==> src/logic/exec_pkg.sv <==
// Constants and types shared by the skip, table-read and xor execution unit.
// Assumes one 200 MHz core clock and a synchronous active-high reset.
package exec_pkg;
    // Data path and program memory shape
    localparam int DATA_W = 8; // Data byte width
    localparam int ROM_W = 15; // Program word width
    localparam int HIGH_W = ROM_W - DATA_W; // High part of a program word
    localparam int PAGE_W = 4; // Page number bits
    localparam int PTR_W = 8; // Table pointer bits
    localparam int PROG_AW = PAGE_W + PTR_W; // Program address bits
    localparam logic [PAGE_W-1:0] LAST_PAGE = 4'hf; // Final program page

    // Cycle counts of the documented forms
    localparam int PLAIN_CYCLES = 1; // Sequential execution
    localparam int SKIP_CYCLES = 2; // Skip with dummy cycle
    localparam int TABLE_CYCLES = 2; // Program memory fetch then write

    // Reset values
    localparam logic [DATA_W-1:0] ACC_RST = 8'h00; // Accumulator after reset
    localparam logic [HIGH_W-1:0] HIGH_RST = 7'h00; // High latch after reset
    localparam logic [DATA_W-1:0] BYTE_RST = 8'h00; // Held address and data bytes after reset
    localparam logic [PROG_AW-1:0] ROM_ADDR_RST = 12'h000; // Program address after reset
    localparam logic READY_RST = 1'b1; // Free to take an instruction after reset
    localparam logic FLAG_RST = 1'b0; // Every status flag after reset

    // Instruction selects handed over by the decoder
    typedef enum logic [3:0] {
        op_idle = 4'h0,
        op_nibble_exchange_to_acc = 4'h1,
        op_skip_if_null = 4'h2,
        op_copy_skip_if_null = 4'h3,
        op_bit_skip_if_null = 4'h4,
        op_table_read_current_page = 4'h5,
        op_table_read_last_page = 4'h6,
        op_xor_to_acc = 4'h7,
        op_xor_to_memory = 4'h8,
        op_xor_immediate = 4'h9
    } op_type;

    // Sequencer states
    typedef enum logic [1:0] {
        st_exec = 2'b00,
        st_dummy = 2'b01,
        st_table = 2'b10
    } state_type;
endpackage

==> src/logic/byte_ops_if.sv <==
// Carrier between the sequencer and its byte operation unit.
// Assumes both ends sit in the core clock domain; all signals combinational.
interface byte_ops_if;
    import exec_pkg::*;
    op_type op; // Instruction being executed
    logic [DATA_W-1:0] acc; // Current accumulator
    logic [DATA_W-1:0] operand; // Addressed data byte
    logic [DATA_W-1:0] imm; // Immediate operand
    logic [2:0] bit_sel; // Selected bit index
    logic [DATA_W-1:0] result; // Byte produced by the operation
    logic skip; // Prefetched instruction must be dropped

    // Sequencer drives the operands and reads the answer
    modport seq (output op, output acc, output operand, output imm, output bit_sel, input result, input skip);
    // Operation unit does the reverse
    modport ops (input op, input acc, input operand, input imm, input bit_sel, output result, output skip);
endinterface

==> src/logic/byte_ops.sv <==
// Combinational byte operations: nibble exchange, xor forms, null tests.
// Assumes the sequencer registers everything it takes from here.
module byte_ops (
    byte_ops_if.ops bus
);
    import exec_pkg::*;

    // Result byte and skip decision per instruction
    always_comb begin
        bus.result = bus.acc;
        bus.skip = 1'b0;
        case (bus.op)
            op_nibble_exchange_to_acc: begin
                // Upper nibble to low half, lower nibble to high half
                bus.result = {bus.operand[3:0], bus.operand[7:4]}; // RQ1
            end
            op_skip_if_null: begin
                bus.skip = (bus.operand == 8'h00); // RQ2
            end
            op_copy_skip_if_null: begin
                // Copy always happens, skip only on a null byte
                bus.result = bus.operand; // RQ3
                bus.skip = (bus.operand == 8'h00); // RQ3
            end
            op_bit_skip_if_null: begin
                bus.skip = ~bus.operand[bus.bit_sel]; // RQ4
            end
            op_xor_to_acc, op_xor_to_memory: begin
                bus.result = bus.acc ^ bus.operand; // RQ7 RQ8
            end
            op_xor_immediate: begin
                bus.result = bus.acc ^ bus.imm; // RQ9
            end
            default: begin
                // Accumulator passes through unchanged
                bus.result = bus.acc;
            end
        endcase
    end
endmodule

==> src/logic/skip_table_xor_exec.sv <==
// Execution sequencer for nibble exchange, null skips, table reads and xor.
// Assumes the decoder presents the addressed data byte on mem_data during
// the issue cycle and that program memory answers rom_data combinationally
// in the cycle rom_rd is high.
//
// Functional notes
// RQ1: Exchange nibbles into accumulator, source unchanged
// RQ2: Null byte skips: two cycles, else one
// RQ3: Copy byte to accumulator, skip if null
// RQ4: Zero selected bit skips with dummy cycle
// RQ5: Current page table read fills byte, latch
// RQ6: Last page table read fills byte, latch
// RQ7: Accumulator becomes accumulator xor data byte
// RQ8: Data byte becomes xor, accumulator kept
// RQ9: Accumulator becomes accumulator xor immediate
// RQ10: Xor updates zero flag only
module skip_table_xor_exec (
    input wire logic clock,
    input wire logic srst,
    input wire logic issue,
    input wire exec_pkg::op_type opcode,
    input wire logic [exec_pkg::DATA_W-1:0] mem_addr,
    input wire logic [exec_pkg::DATA_W-1:0] mem_data,
    input wire logic [2:0] bit_sel,
    input wire logic [exec_pkg::DATA_W-1:0] imm,
    input wire logic [exec_pkg::PTR_W-1:0] table_pointer,
    input wire logic [exec_pkg::PAGE_W-1:0] pc_page,
    input wire logic [exec_pkg::ROM_W-1:0] rom_data,
    output logic ready,
    output logic done,
    output logic discard,
    output logic [exec_pkg::DATA_W-1:0] acc,
    output logic mem_we,
    output logic [exec_pkg::DATA_W-1:0] mem_waddr,
    output logic [exec_pkg::DATA_W-1:0] mem_wdata,
    output logic rom_rd,
    output logic [exec_pkg::PROG_AW-1:0] rom_addr,
    output logic [exec_pkg::HIGH_W-1:0] table_high_byte_latch,
    output logic flag_zero,
    output logic flag_carry,
    output logic flag_half_carry,
    output logic flag_overflow,
    output logic flag_power_down,
    output logic flag_time_out
);
    import exec_pkg::*;

    // Sequencer state
    state_type state_r, state_nxt; // Current step
    logic ready_r, ready_nxt; // Accepting an instruction
    logic done_r, done_nxt; // Instruction finished pulse
    logic discard_r, discard_nxt; // Prefetch dropped pulse
    logic [DATA_W-1:0] hold_addr_r, hold_addr_nxt; // Target byte of a table read

    // Data path state
    logic [DATA_W-1:0] acc_r, acc_nxt; // Accumulator
    logic mem_we_r, mem_we_nxt; // Data byte write pulse
    logic [DATA_W-1:0] waddr_r, waddr_nxt; // Data byte write address
    logic [DATA_W-1:0] wdata_r, wdata_nxt; // Data byte write value
    logic rom_rd_r, rom_rd_nxt; // Program memory read strobe
    logic [PROG_AW-1:0] rom_addr_r, rom_addr_nxt; // Program memory address
    logic [HIGH_W-1:0] high_r, high_nxt; // Table high part latch

    // Status flags; only zero ever moves in this unit
    logic zero_r, zero_nxt; // Null result flag
    logic carry_r; // Carry, held
    logic half_r; // Half carry, held
    logic ovf_r; // Overflow, held
    logic pdown_r; // Power down, held
    logic tout_r; // Time out, held

    logic accept; // Instruction taken this cycle
    logic is_xor; // One of the three xor forms

    byte_ops_if ops_bus ();

    // Byte operations live in their own unit
    byte_ops u_ops (
        .bus(ops_bus)
    );

    assign accept = issue & ready_r;
    assign is_xor = (opcode == op_xor_to_acc) || (opcode == op_xor_to_memory) || (opcode == op_xor_immediate);

    // Operands to the operation unit
    always_comb begin
        ops_bus.op = accept ? opcode : op_idle;
        ops_bus.acc = acc_r;
        ops_bus.operand = mem_data;
        ops_bus.imm = imm;
        ops_bus.bit_sel = bit_sel;
    end

    // Next values of sequencer and data path
    always_comb begin
        state_nxt = state_r;
        ready_nxt = ready_r;
        done_nxt = 1'b0;
        discard_nxt = 1'b0;
        hold_addr_nxt = hold_addr_r;
        acc_nxt = acc_r;
        mem_we_nxt = 1'b0;
        waddr_nxt = waddr_r;
        wdata_nxt = wdata_r;
        rom_rd_nxt = 1'b0;
        rom_addr_nxt = rom_addr_r;
        high_nxt = high_r;
        zero_nxt = zero_r;
        case (state_r)
            st_exec: begin
                if (accept) begin
                    done_nxt = 1'b1;
                    // Accumulator writers take the unit's result
                    if (opcode == op_nibble_exchange_to_acc || opcode == op_copy_skip_if_null
                        || opcode == op_xor_to_acc || opcode == op_xor_immediate) begin
                        acc_nxt = ops_bus.result; // RQ1 RQ3 RQ7 RQ9
                    end
                    // Only the memory xor writes back; accumulator untouched
                    if (opcode == op_xor_to_memory) begin
                        mem_we_nxt = 1'b1; // RQ8
                        waddr_nxt = mem_addr;
                        wdata_nxt = ops_bus.result; // RQ8
                    end
                    // Zero flag from the 8-bit xor result, others held
                    if (is_xor) begin
                        zero_nxt = (ops_bus.result == 8'h00); // RQ10
                    end
                    if (ops_bus.skip) begin
                        // Drop the prefetch, spend one dummy cycle
                        discard_nxt = 1'b1; // RQ2 RQ3 RQ4
                        ready_nxt = 1'b0;
                        state_nxt = st_dummy;
                    end
                    if (opcode == op_table_read_current_page) begin
                        // Page of the running code, offset from the pointer
                        rom_rd_nxt = 1'b1; // RQ5
                        rom_addr_nxt = {pc_page, table_pointer}; // RQ5
                        hold_addr_nxt = mem_addr;
                        done_nxt = 1'b0;
                        ready_nxt = 1'b0;
                        state_nxt = st_table;
                    end else if (opcode == op_table_read_last_page) begin
                        // Fixed final page regardless of where code runs
                        rom_rd_nxt = 1'b1; // RQ6
                        rom_addr_nxt = {LAST_PAGE, table_pointer}; // RQ6
                        hold_addr_nxt = mem_addr;
                        done_nxt = 1'b0;
                        ready_nxt = 1'b0;
                        state_nxt = st_table;
                    end
                end
            end
            st_dummy: begin
                // Dummy cycle over, next real fetch may issue
                ready_nxt = 1'b1; // RQ2 RQ4
                state_nxt = st_exec;
            end
            st_table: begin
                // Low byte to the data byte, high part to the latch
                mem_we_nxt = 1'b1; // RQ5 RQ6
                waddr_nxt = hold_addr_r;
                wdata_nxt = rom_data[DATA_W-1:0]; // RQ5 RQ6
                high_nxt = rom_data[ROM_W-1:DATA_W]; // RQ5 RQ6
                done_nxt = 1'b1;
                ready_nxt = 1'b1;
                state_nxt = st_exec;
            end
            default: begin
                // Unreachable code recovers to the idle step
                ready_nxt = 1'b1;
                state_nxt = st_exec;
            end
        endcase
    end

    // Register everything; flags other than zero are loaded only at reset
    always_ff @(posedge clock) begin
        if (srst) begin
            state_r <= st_exec;
            ready_r <= READY_RST;
            done_r <= 1'b0;
            discard_r <= 1'b0;
            hold_addr_r <= BYTE_RST;
            acc_r <= ACC_RST;
            mem_we_r <= 1'b0;
            waddr_r <= BYTE_RST;
            wdata_r <= BYTE_RST;
            rom_rd_r <= 1'b0;
            rom_addr_r <= ROM_ADDR_RST;
            high_r <= HIGH_RST;
            zero_r <= FLAG_RST;
            carry_r <= FLAG_RST;
            half_r <= FLAG_RST;
            ovf_r <= FLAG_RST;
            pdown_r <= FLAG_RST;
            tout_r <= FLAG_RST;
        end else begin
            state_r <= state_nxt;
            ready_r <= ready_nxt;
            done_r <= done_nxt;
            discard_r <= discard_nxt;
            hold_addr_r <= hold_addr_nxt;
            acc_r <= acc_nxt;
            mem_we_r <= mem_we_nxt;
            waddr_r <= waddr_nxt;
            wdata_r <= wdata_nxt;
            rom_rd_r <= rom_rd_nxt;
            rom_addr_r <= rom_addr_nxt;
            high_r <= high_nxt;
            zero_r <= zero_nxt;
        end
    end

    // Outputs straight from flip-flops
    assign ready = ready_r;
    assign done = done_r;
    assign discard = discard_r;
    assign acc = acc_r;
    assign mem_we = mem_we_r;
    assign mem_waddr = waddr_r;
    assign mem_wdata = wdata_r;
    assign rom_rd = rom_rd_r;
    assign rom_addr = rom_addr_r;
    assign table_high_byte_latch = high_r;
    assign flag_zero = zero_r;
    assign flag_carry = carry_r;
    assign flag_half_carry = half_r;
    assign flag_overflow = ovf_r;
    assign flag_power_down = pdown_r;
    assign flag_time_out = tout_r;
endmodule

==> config.mk <==
export PLATFORM = sky130hd
export DESIGN_NAME = skip_table_xor_exec
export DESIGN_NICKNAME = d
export VERILOG_FILES = /design/src/logic/exec_pkg.sv /design/src/logic/byte_ops_if.sv /design/src/logic/byte_ops.sv /design/src/logic/skip_table_xor_exec.sv
export SDC_FILE = /design/constraint.sdc
export NUM_CORES = 1
export LEC_CHECK = 0
export ABC_AREA = 1
export BUFFER_PORTS_ARGS = -buffer_cell sky130_fd_sc_hd__buf_2
export CAP_MARGIN = 20
export CELL_PAD_IN_SITES_DETAIL_PLACEMENT = 0
export CELL_PAD_IN_SITES_GLOBAL_PLACEMENT = 1
export CORE_UTILIZATION = 34
export DETAILED_ROUTE_END_ITERATION = 12
export PLACE_DENSITY_LB_ADDON = 0.1
export SLEW_MARGIN = 20
export SYNTH_ARGS = -nofsm -noshare
export SYNTH_HDL_FRONTEND = slang
export SYNTH_HIERARCHICAL = 1
export SYNTH_SLANG_ARGS = --single-unit
==> constraint.sdc <==
create_clock -name clock -period 2.7 [get_ports clock]
set_input_delay 0.135 -clock clock [delete_from_list [all_inputs] [get_ports clock]]
set_output_delay 0.135 -clock clock [all_outputs]
set_load 0.03 [all_outputs]
## Word level (Yosys, flattened, before mapping)

Cells that the tools add are included.

| operators by class | value |
|---|---|
| eq/ne operators | 17 |
| multiplexer cells | 31 |
| bitwise logic cells | 6 |
| reductions and logical operators | 20 |
| magnitude comparators | 1 |

Operator list:

| operator | number |
|---|---|
| $mux W8 | 6 |
| $pmux W8 S2 | 2 |
| $pmux W8 S4 | 1 |
| $mux W12 | 2 |
| $eq A4 B3 Y1 const B | 5 |
| $eq A4 B4 Y1 const B | 4 |
| $logic_not A8 Y1 | 2 |
| $xor A8 B8 Y8 | 2 |
| $eq A4 B2 Y1 const B | 3 |
| $mux W1 | 12 |
| $reduce_and A3 Y1 | 4 |
| $eq A4 B1 Y1 const B | 2 |
| $mux W2 | 3 |
| $pmux W1 S2 | 3 |
| $reduce_or A2 Y1 | 3 |
| $logic_or A1 B1 Y1 | 5 |
| $lt A3 B4 Y1 const B | 1 |
| $mux W4 | 1 |
| $ne A2 B2 Y1 const B | 2 |
| $reduce_bool A2 Y1 | 2 |
| $bmux W1 S3 | 1 |
| $not A1 Y1 | 3 |
| $reduce_bool A3 Y1 | 1 |
| $reduce_or A3 Y1 | 1 |
| 4 further kinds | 4 |

| word-level totals | value |
|---|---|
| output and inout port bits | 54 |
| flip-flop bits (word level) | 59 |
| input bits | 61 |
| word-level logic and storage cells | 88 |

## Longest topological paths before layout

Gate-level depths: netlist (run 1).

| logic depth | value |
|---|---|
| depth after elaboration | 8 |
| depth in mapped cells | 16 |
| mapped depth without buffers | 16 |

## Cells and area by module

The synthesis (run 1) kept the hierarchy.

Modules (own cells, without submodules):

| module | area an instance (µm²) | times used | sequential area each (µm²) | cells each |
|---|---|---|---|---|
| skip_table_xor_exec | 2850.2 | 1 | 1181.1 | 443 |
| byte_ops | 631.9 | 1 | 0.0 | 133 |

## Worst setup path before layout (run 1)

No wires, ideal clock.

| path | value |
|---|---|
| path type | reg-to-reg |
| from | register ready_r, in the netlist ready |
| to | register zero_r, in the netlist flag_zero |
| setup time | 0.113 ns |
| path slack | 0.580 ns |
| clock period less this slack | 2.120 ns |
| data arrival time | 2.007 ns |
| stages on the path, launching flop included | 16 |
| buffers on the path | 0 |
| required time | 2.587 ns |
| cell sequence | dfxtp_1 > nand2_4 > nor2_1 > inv_2 > nor2_4 > nand2_1 > nand2_2 > nor2_4 > inv_2 > nor2_1 > a21oi_1 > inv_1 > nand4_1 > nor2_1 > nor2_1 > nor2_1 |

| between the ends | value |
|---|---|
| longest elaborated chain between the ends | 6 |
| elaborated cells between the ends (all ways) | 11 |
| those cells by class | eq/ne: 5; mux: 2; bitwise: 1; reduce/logical: 3 |

RTL lines:

| what | line | text |
|---|---|---|
| start: declaration | skip_table_xor_exec.sv:50 | `logic ready_r, ready_nxt;` |
| start signal: assignment | skip_table_xor_exec.sv:199 | `ready_r <= ready_nxt;` |
| $and A1 B1 Y1 (*) | skip_table_xor_exec.sv:82 | `assign accept = issue & ready_r;` |
| $mux W4 (*) | skip_table_xor_exec.sv:87 | `ops_bus.op = accept ? opcode : op_idle;` |
| net ops_bus.op[3] | byte_ops_if.sv:5 | `op_type op;` |
| $eq A4 B3 Y1 or $eq A4 B4 Y1 (tied branches) | byte_ops.sv:12 | `case (bus.op)` |
| $reduce_or A2 Y1 | byte_ops.sv:12 |  |
| $pmux W8 S4 (*) | byte_ops.sv:12 |  |
| net ops_bus.result[5] | byte_ops_if.sv:10 | `logic [DATA_W-1:0] result;` |
| $logic_not A8 Y1 (*) | skip_table_xor_exec.sv:126 | `zero_nxt = (ops_bus.result == 8'h00);` |
| end signal: assignment | skip_table_xor_exec.sv:210 | `zero_r <= zero_nxt;` |
| end: declaration | skip_table_xor_exec.sv:65 | `logic zero_r, zero_nxt;` |

The timed path passes the listed nets; every way through them passes the cells marked *.
A chain may end at the register's enable or synchronous reset.

## Final worst setup path (run 1)

Ends and elaborated chain as after synthesis.

==> results.json, run 1 <==
{
  "status": "completed",
  "vias_per_cell": 4.58,
  "path_max_fanout": 10,
  "cts_made_buffers": 9,
  "cts.path.max_buffers": 2,
  "initial_utilization_pct": 35.3,
  "end_kind": "register",
  "p_per_area_nw_per_um2": 487,
  "clock_latency_ns": 0.34,
  "fin_crit_sh_pct": 84.5,
  "rsz0062_at_grt": "false",
  "die_w_um": 103,
  "cp-start-kind": "register",
  "maxCapViolations": 0,
  "cts_repair_resize_count": 0,
  "grt_start_max_net_pins": 53,
  "die-area_um2": 10700,
  "ys_types": 29,
  "fin_nets": 739,
  "relSlewSlack_pct": 50.1,
  "setup_violations": 0,
  "cts.sinks": 59,
  "wl_per_cell_um": 12.5,
  "final_cell_mix": "nand2_1, nor2_1, buf_2",
  "tns_ns": 0,
  "dp_hpwl_um": 7300,
  "ys_seq_area_share_pct": 33.9,
  "numPortBuffers": 109,
  "grt_pass1_vias": 3498,
  "grt-ovfl-total": 0,
  "cts_hold_buffers": 2,
  "syn_to_final_growth_pct": 22.4,
  "postRouteAntennaNets": 0,
  "yosysWarningCount": 6,
  "tightest_slew_ns": 0.748,
  "final_common_cell": "nand2_1",
  "avgSynthCellArea_um2": 6.05,
  "drc": 0,
  "required_ns": 2.93,
  "critical_path_class": "reg -> reg",
  "htreeDepth": 3,
  "ys_seq_elements": 59,
  "synth_area_um2": 3480,
  "drtPass1Iterations": 4,
  "grt_util_all_layers_pct": 19.8,
  "syn-instance-count": 576,
  "skew_ns": 0.00977,
  "placementRows": 36,
  "fin_total_pwr_mw": 2.08,
  "hold_viol_final": 0,
  "antennaDiodeCount": 0,
  "coreArea_um2": 9860,
  "arrival_ns": 2.51,
  "vias": 3735,
  "fmax_mhz": 438,
  "grt_pass1_wl_um": 16300,
  "hp-class": "in -> reg",
  "cts_root_buf": "clkbuf_8",
  "clk_pin_slew_ns": 0.07,
  "wl_um": 10200,
  "cts_tree": "built",
  "pin_count": 115,
  "slew_viol_final": 0,
  "drtIter0Drc": 138,
  "worst_ir_drop_vdd_mv": 0.193,
  "min_period_ns": 2.28,
  "p_leak_nw": 2.31,
  "gp_congestion": 0.841,
  "antenna_found_initial": 0,
  "postCtsSetupBuffers": 0,
  "fp.dieH_um": 103,
  "drive_gt1_share_pct": 21.8
}
-- synth_stat cells --
cell | instances | area [µm²]
nor2_8 | 1 | 20.0
o21ai_0 | 16 | 80.1
o22ai_1 | 6 | 37.5
inv_4 | 1 | 6.26
nor2_4 | 3 | 33.8
inv_1 | 78 | 293
nor3_1 | 4 | 20.0
dfxtp_1 | 59 | 1180
o21ai_1 | 5 | 25.0
a21oi_2 | 1 | 8.76
nor2_2 | 1 | 6.26
nand3_1 | 44 | 220
buf_6 | 2 | 22.5
nand2_2 | 3 | 18.8
o21ai_2 | 3 | 26.3
nand2_1 | 147 | 552
nand2_4 | 3 | 33.8
nand4_1 | 19 | 119
buf_2 | 11 | 55.1
a21oi_1 | 29 | 145
nand3b_1 | 2 | 15.0
clkbuf_1 | 8 | 30.0
clkinv_1 | 1 | 3.75
nand3_4 | 1 | 17.5
conb_1 | 1 | 3.75
buf_4 | 7 | 52.6
nor4_1 | 2 | 12.5
inv_2 | 4 | 15.0
nor2_1 | 114 | 428
-- worst max-delay path, cell delays in order, from the launching register on --
cell and delay, ns:
dfxtp_1 0.39, nand2_4 0.12, nor2_1 0.18, inv_1 0.11, nor2_4 0.23, nand2_1 0.23, o21ai_0 0.21, nor2_1 0.07
a21oi_1 0.25, inv_1 0.10, nand4_1 0.09, nor2_1 0.06, nor2_1 0.08, nor2_1 0.05
-- cell type report --
cell class / count / area, µm²
fillers: 1077 / 5600
multi-input cells: 409 / 1840
flip-flops and latches: 59 / 1180
repair buffers: 115 / 596
inverters: 84 / 318
well taps: 133 / 166
clock buffers: 11 / 131
clock inverters: 5 / 30.0
-- sequential cells by signal, indices dropped and copies added (netlist names) --
name	count
mem_wdata	8
discard	1
flag_zero	1
rom_addr	12
hold_addr_r	8
mem_waddr	8
acc	8
state_r	2
mem_we	1
ready	1
rom_rd	1
table_high_byte_latch	7
done	1
-- metal layers --
layer	up-vias	global-route usage (%)	part of all wire, %
li1	1984	-	-
met1	1634	24.4	46
met2	103	33.5	46
met3	14	5.44	5.7
met4	0	6.50	1.6
met5	-	0	0
-- where the power goes --
group          internal [mW]  switching [mW]
combinational          0.148           0.307
sequential             0.904          0.0216
clock                  0.328           0.367
-- final timing paths --
check	start	endpoint	slack [ns]	cells past startpoint
worst min register to register	table_high_byte_latch[4]	table_high_byte_latch[4]	0.48	2
worst max register to register	ready	flag_zero	0.42	13
worst min-delay path	rom_data[10]	table_high_byte_latch[2]	0.05	3
worst max-delay path	ready	flag_zero	0.42	13
-- kinds of logic (layout without fill, tap and decap cells) --
kind of cell / Yosys count / count (layout) / share of synthesized area (%)
AOI/OAI and AO/OA: 60 / 60 / 9.27
buffers and inverters: 112 / 215 / 13.7
DFF: 59 / 59 / 33.9
other: 1 / 5 / 0.108
and+or+nand+nor: 344 / 344 / 43.0
-- stage by stage --
step	setup slack (ns)	hold slack (ns)	area (µm²)	cells	util, %
after floorplan	0.580	0.204	3500	580	-
after global placement	0.530	0.348	4080	798	41.4
after detailed placement	0.431	0.350	4080	798	41.4
after CTS	0.401	0.0435	4260	816	43.2
after global routing	0.180	0.0541	4260	816	43.2
final	0.419	0.0536	4260	816	43.2
No activity file was read; power rests on OpenSTA's default activity.
==> run 2, diff against run 1 <==
clock period = 2.1 ns   (was 2.7 ns; I/O delays follow)
==> results.json, run 2 (synthesis gave the netlist of run 1 again) <==
{
  "wl_per_cell_um": 12.1,
  "die-area_um2": 10700,
  "cts_tree": "built",
  "end_kind": "register",
  "syn_to_final_growth_pct": 30.0,
  "fin_nets": 751,
  "worst_ir_drop_vdd_mv": 0.333,
  "path_max_fanout": 6,
  "status": "completed",
  "wl_um": 10000,
  "antenna_found_initial": 0,
  "drtIter0Drc": 129,
  "final_cells": 828,
  "clk_pin_slew_ns": 0.07,
  "min_period_ns": 1.90,
  "postRouteAntennaNets": 0,
  "gp_congestion": 0.842,
  "hold_viol_final": 0,
  "grt-ovfl-total": 0,
  "numPortBuffers": 109,
  "relSlewSlack_pct": 50.4,
  "slew_viol_final": 0,
  "placed_cells": 802,
  "clock_latency_ns": 0.34,
  "cts_made_buffers": 9,
  "hp-class": "in -> reg",
  "setup_violations": 0,
  "place_area_um2": 4130,
  "arrival_ns": 2.14,
  "final_cell_mix": "nand2_1, nor2_1, buf_2",
  "pin_count": 115,
  "p_leak_nw": 2.43,
  "cts.sinks": 59,
  "drc": 0,
  "required_ns": 2.33,
  "fp.dieH_um": 103,
  "max_stage_delay_ns": 0.37,
  "htreeDepth": 3,
  "drtPass1Iterations": 4,
  "grt_start_max_net_pins": 58,
  "vias_per_cell": 4.55,
  "crit_buf_inv": 3,
  "tightest_slew_ns": 0.743,
  "skew_ns": 0.00721,
  "dp_hpwl_um": 7210,
  "critPathSlowestCell": "dfxtp_4",
  "drive_gt1_share_pct": 25.0,
  "die_w_um": 103,
  "final_cell_area_um2": 4530,
  "critical_path.top_delay_family": "simple AND/OR/NAND/NOR gates",
  "fin_crit_sh_pct": 90.6,
  "cts_root_buf": "clkbuf_8",
  "cts.path.max_buffers": 2,
  "largest_reg_flops": 12,
  "p_per_area_nw_per_um2": 669,
  "cp-start-kind": "register",
  "path_cells": "nand2_8, nor2_4, inv_2, nor2_4, buf_6, nand3_1, nand3b_1, nand3_2, a21oi_2, inv_1, nand4_1, nor2_1, nor2_1, nor2_1",
  "grt_pass1_vias": 3332,
  "r2r_slack_ns": 0.20,
  "final_common_cell": "nand2_1",
  "nFillCells": 1093,
  "crit_top_cell": "nor2_1",
  "grt_pass1_wl_um": 15700,
  "coreArea_um2": 9860,
  "initial_utilization_pct": 35.3,
  "placementRows": 36,
  "vias": 3766,
  "antennaDiodeCount": 0,
  "fmax_mhz": 525,
  "maxCapViolations": 0,
  "grt_util_all_layers_pct": 19.1,
  "critical_path_class": "reg -> reg"
}
## run 2: changes by cell type in the layout (fill, tap and decap cells not counted), moves of 2 or more
cell / previous run / this run
buf_6: 0 / 2
a21oi_1: 29 / 27
clkinv_2: 3 / 1
buf_4: 4 / 11
nor2_4: 3 / 7
nand2_1: 146 / 143
bufinv_16: 0 / 2
clkbuf_8: 9 / 11
buf_12: 0 / 2
a21oi_2: 1 / 3
nand2_2: 4 / 6
nor2_1: 114 / 110
## run 2: where the power goes
part | switching, mW | internal (mW)
Clock | 0.473 | 0.732
Sequential | 0.0288 | 1.16
Combinational | 0.411 | 0.222
## run 2: metal layers
layer / global-route usage [%] / share of wire (%) / vias up
met5: 0 / 0 / -
met4: 7.48 / 1.4 / 0
li1: - / - / 2007
met2: 31.2 / 46 / 92
met3: 4.37 / 5.5 / 11
met1: 24.6 / 47 / 1656
## run 2: area by class of cell
cell class                 instances  area (µm²)  share of cell area [%]
clock buffer                      12         155                    3.43
clock inverter                     4        72.6                    1.60
inverter                          84         318                    7.02
multi-input combinational        410        1920                    42.4
sequential                        59        1180                    26.2
tap                              133         166                    3.68
timing repair buffer             126         711                    15.7
## run 2: what timing repair did
item | in CTS | in global routing
endpoints found under the setup margin | 0 | 17
endpoints found under the hold margin | 2 | 0
buffers inserted | 0 | 7
hold buffers | 2 | 0
gates resized for setup | 0 | 21
## run 2: worst min-delay path, delay by kind of cell
kind,cells,cell delay (ns)
simple gates,1,0.08
buf+inv,1,0.07
compound gates,1,0.07
## run 2: path summary, 6_finish.rpt
kind / start / endpoint / cells past startpoint
setup / recovery: ready / flag_zero / 14
hold / removal: rom_data[11] / table_high_byte_latch[3] / 3
setup reg to reg: ready / flag_zero / 14
hold reg to reg: table_high_byte_latch[3] / table_high_byte_latch[3] / 2
## run 2: metrics by stage
step / setup slack (ns) / utilization, % / hold WS, ns / setup TNS (ns) / power, mW
6_report: 0.196 / 45.9 / 0.0243 / 0 / 3.03
5_1_grt: -0.0455 / 45.9 / 0.0204 / -0.0455 / 3.20
4_1_cts: 0.0439 / 44.3 / 0.0133 / 0 / 3.02
3_5_place_dp: 0.0599 / 41.8 / 0.327 / 0 / 1.81
3_3_place_gp: 0.115 / 41.8 / 0.317 / 0 / 1.81
2_1_floorplan: 0.126 / - / 0.174 / 0 / 1.62
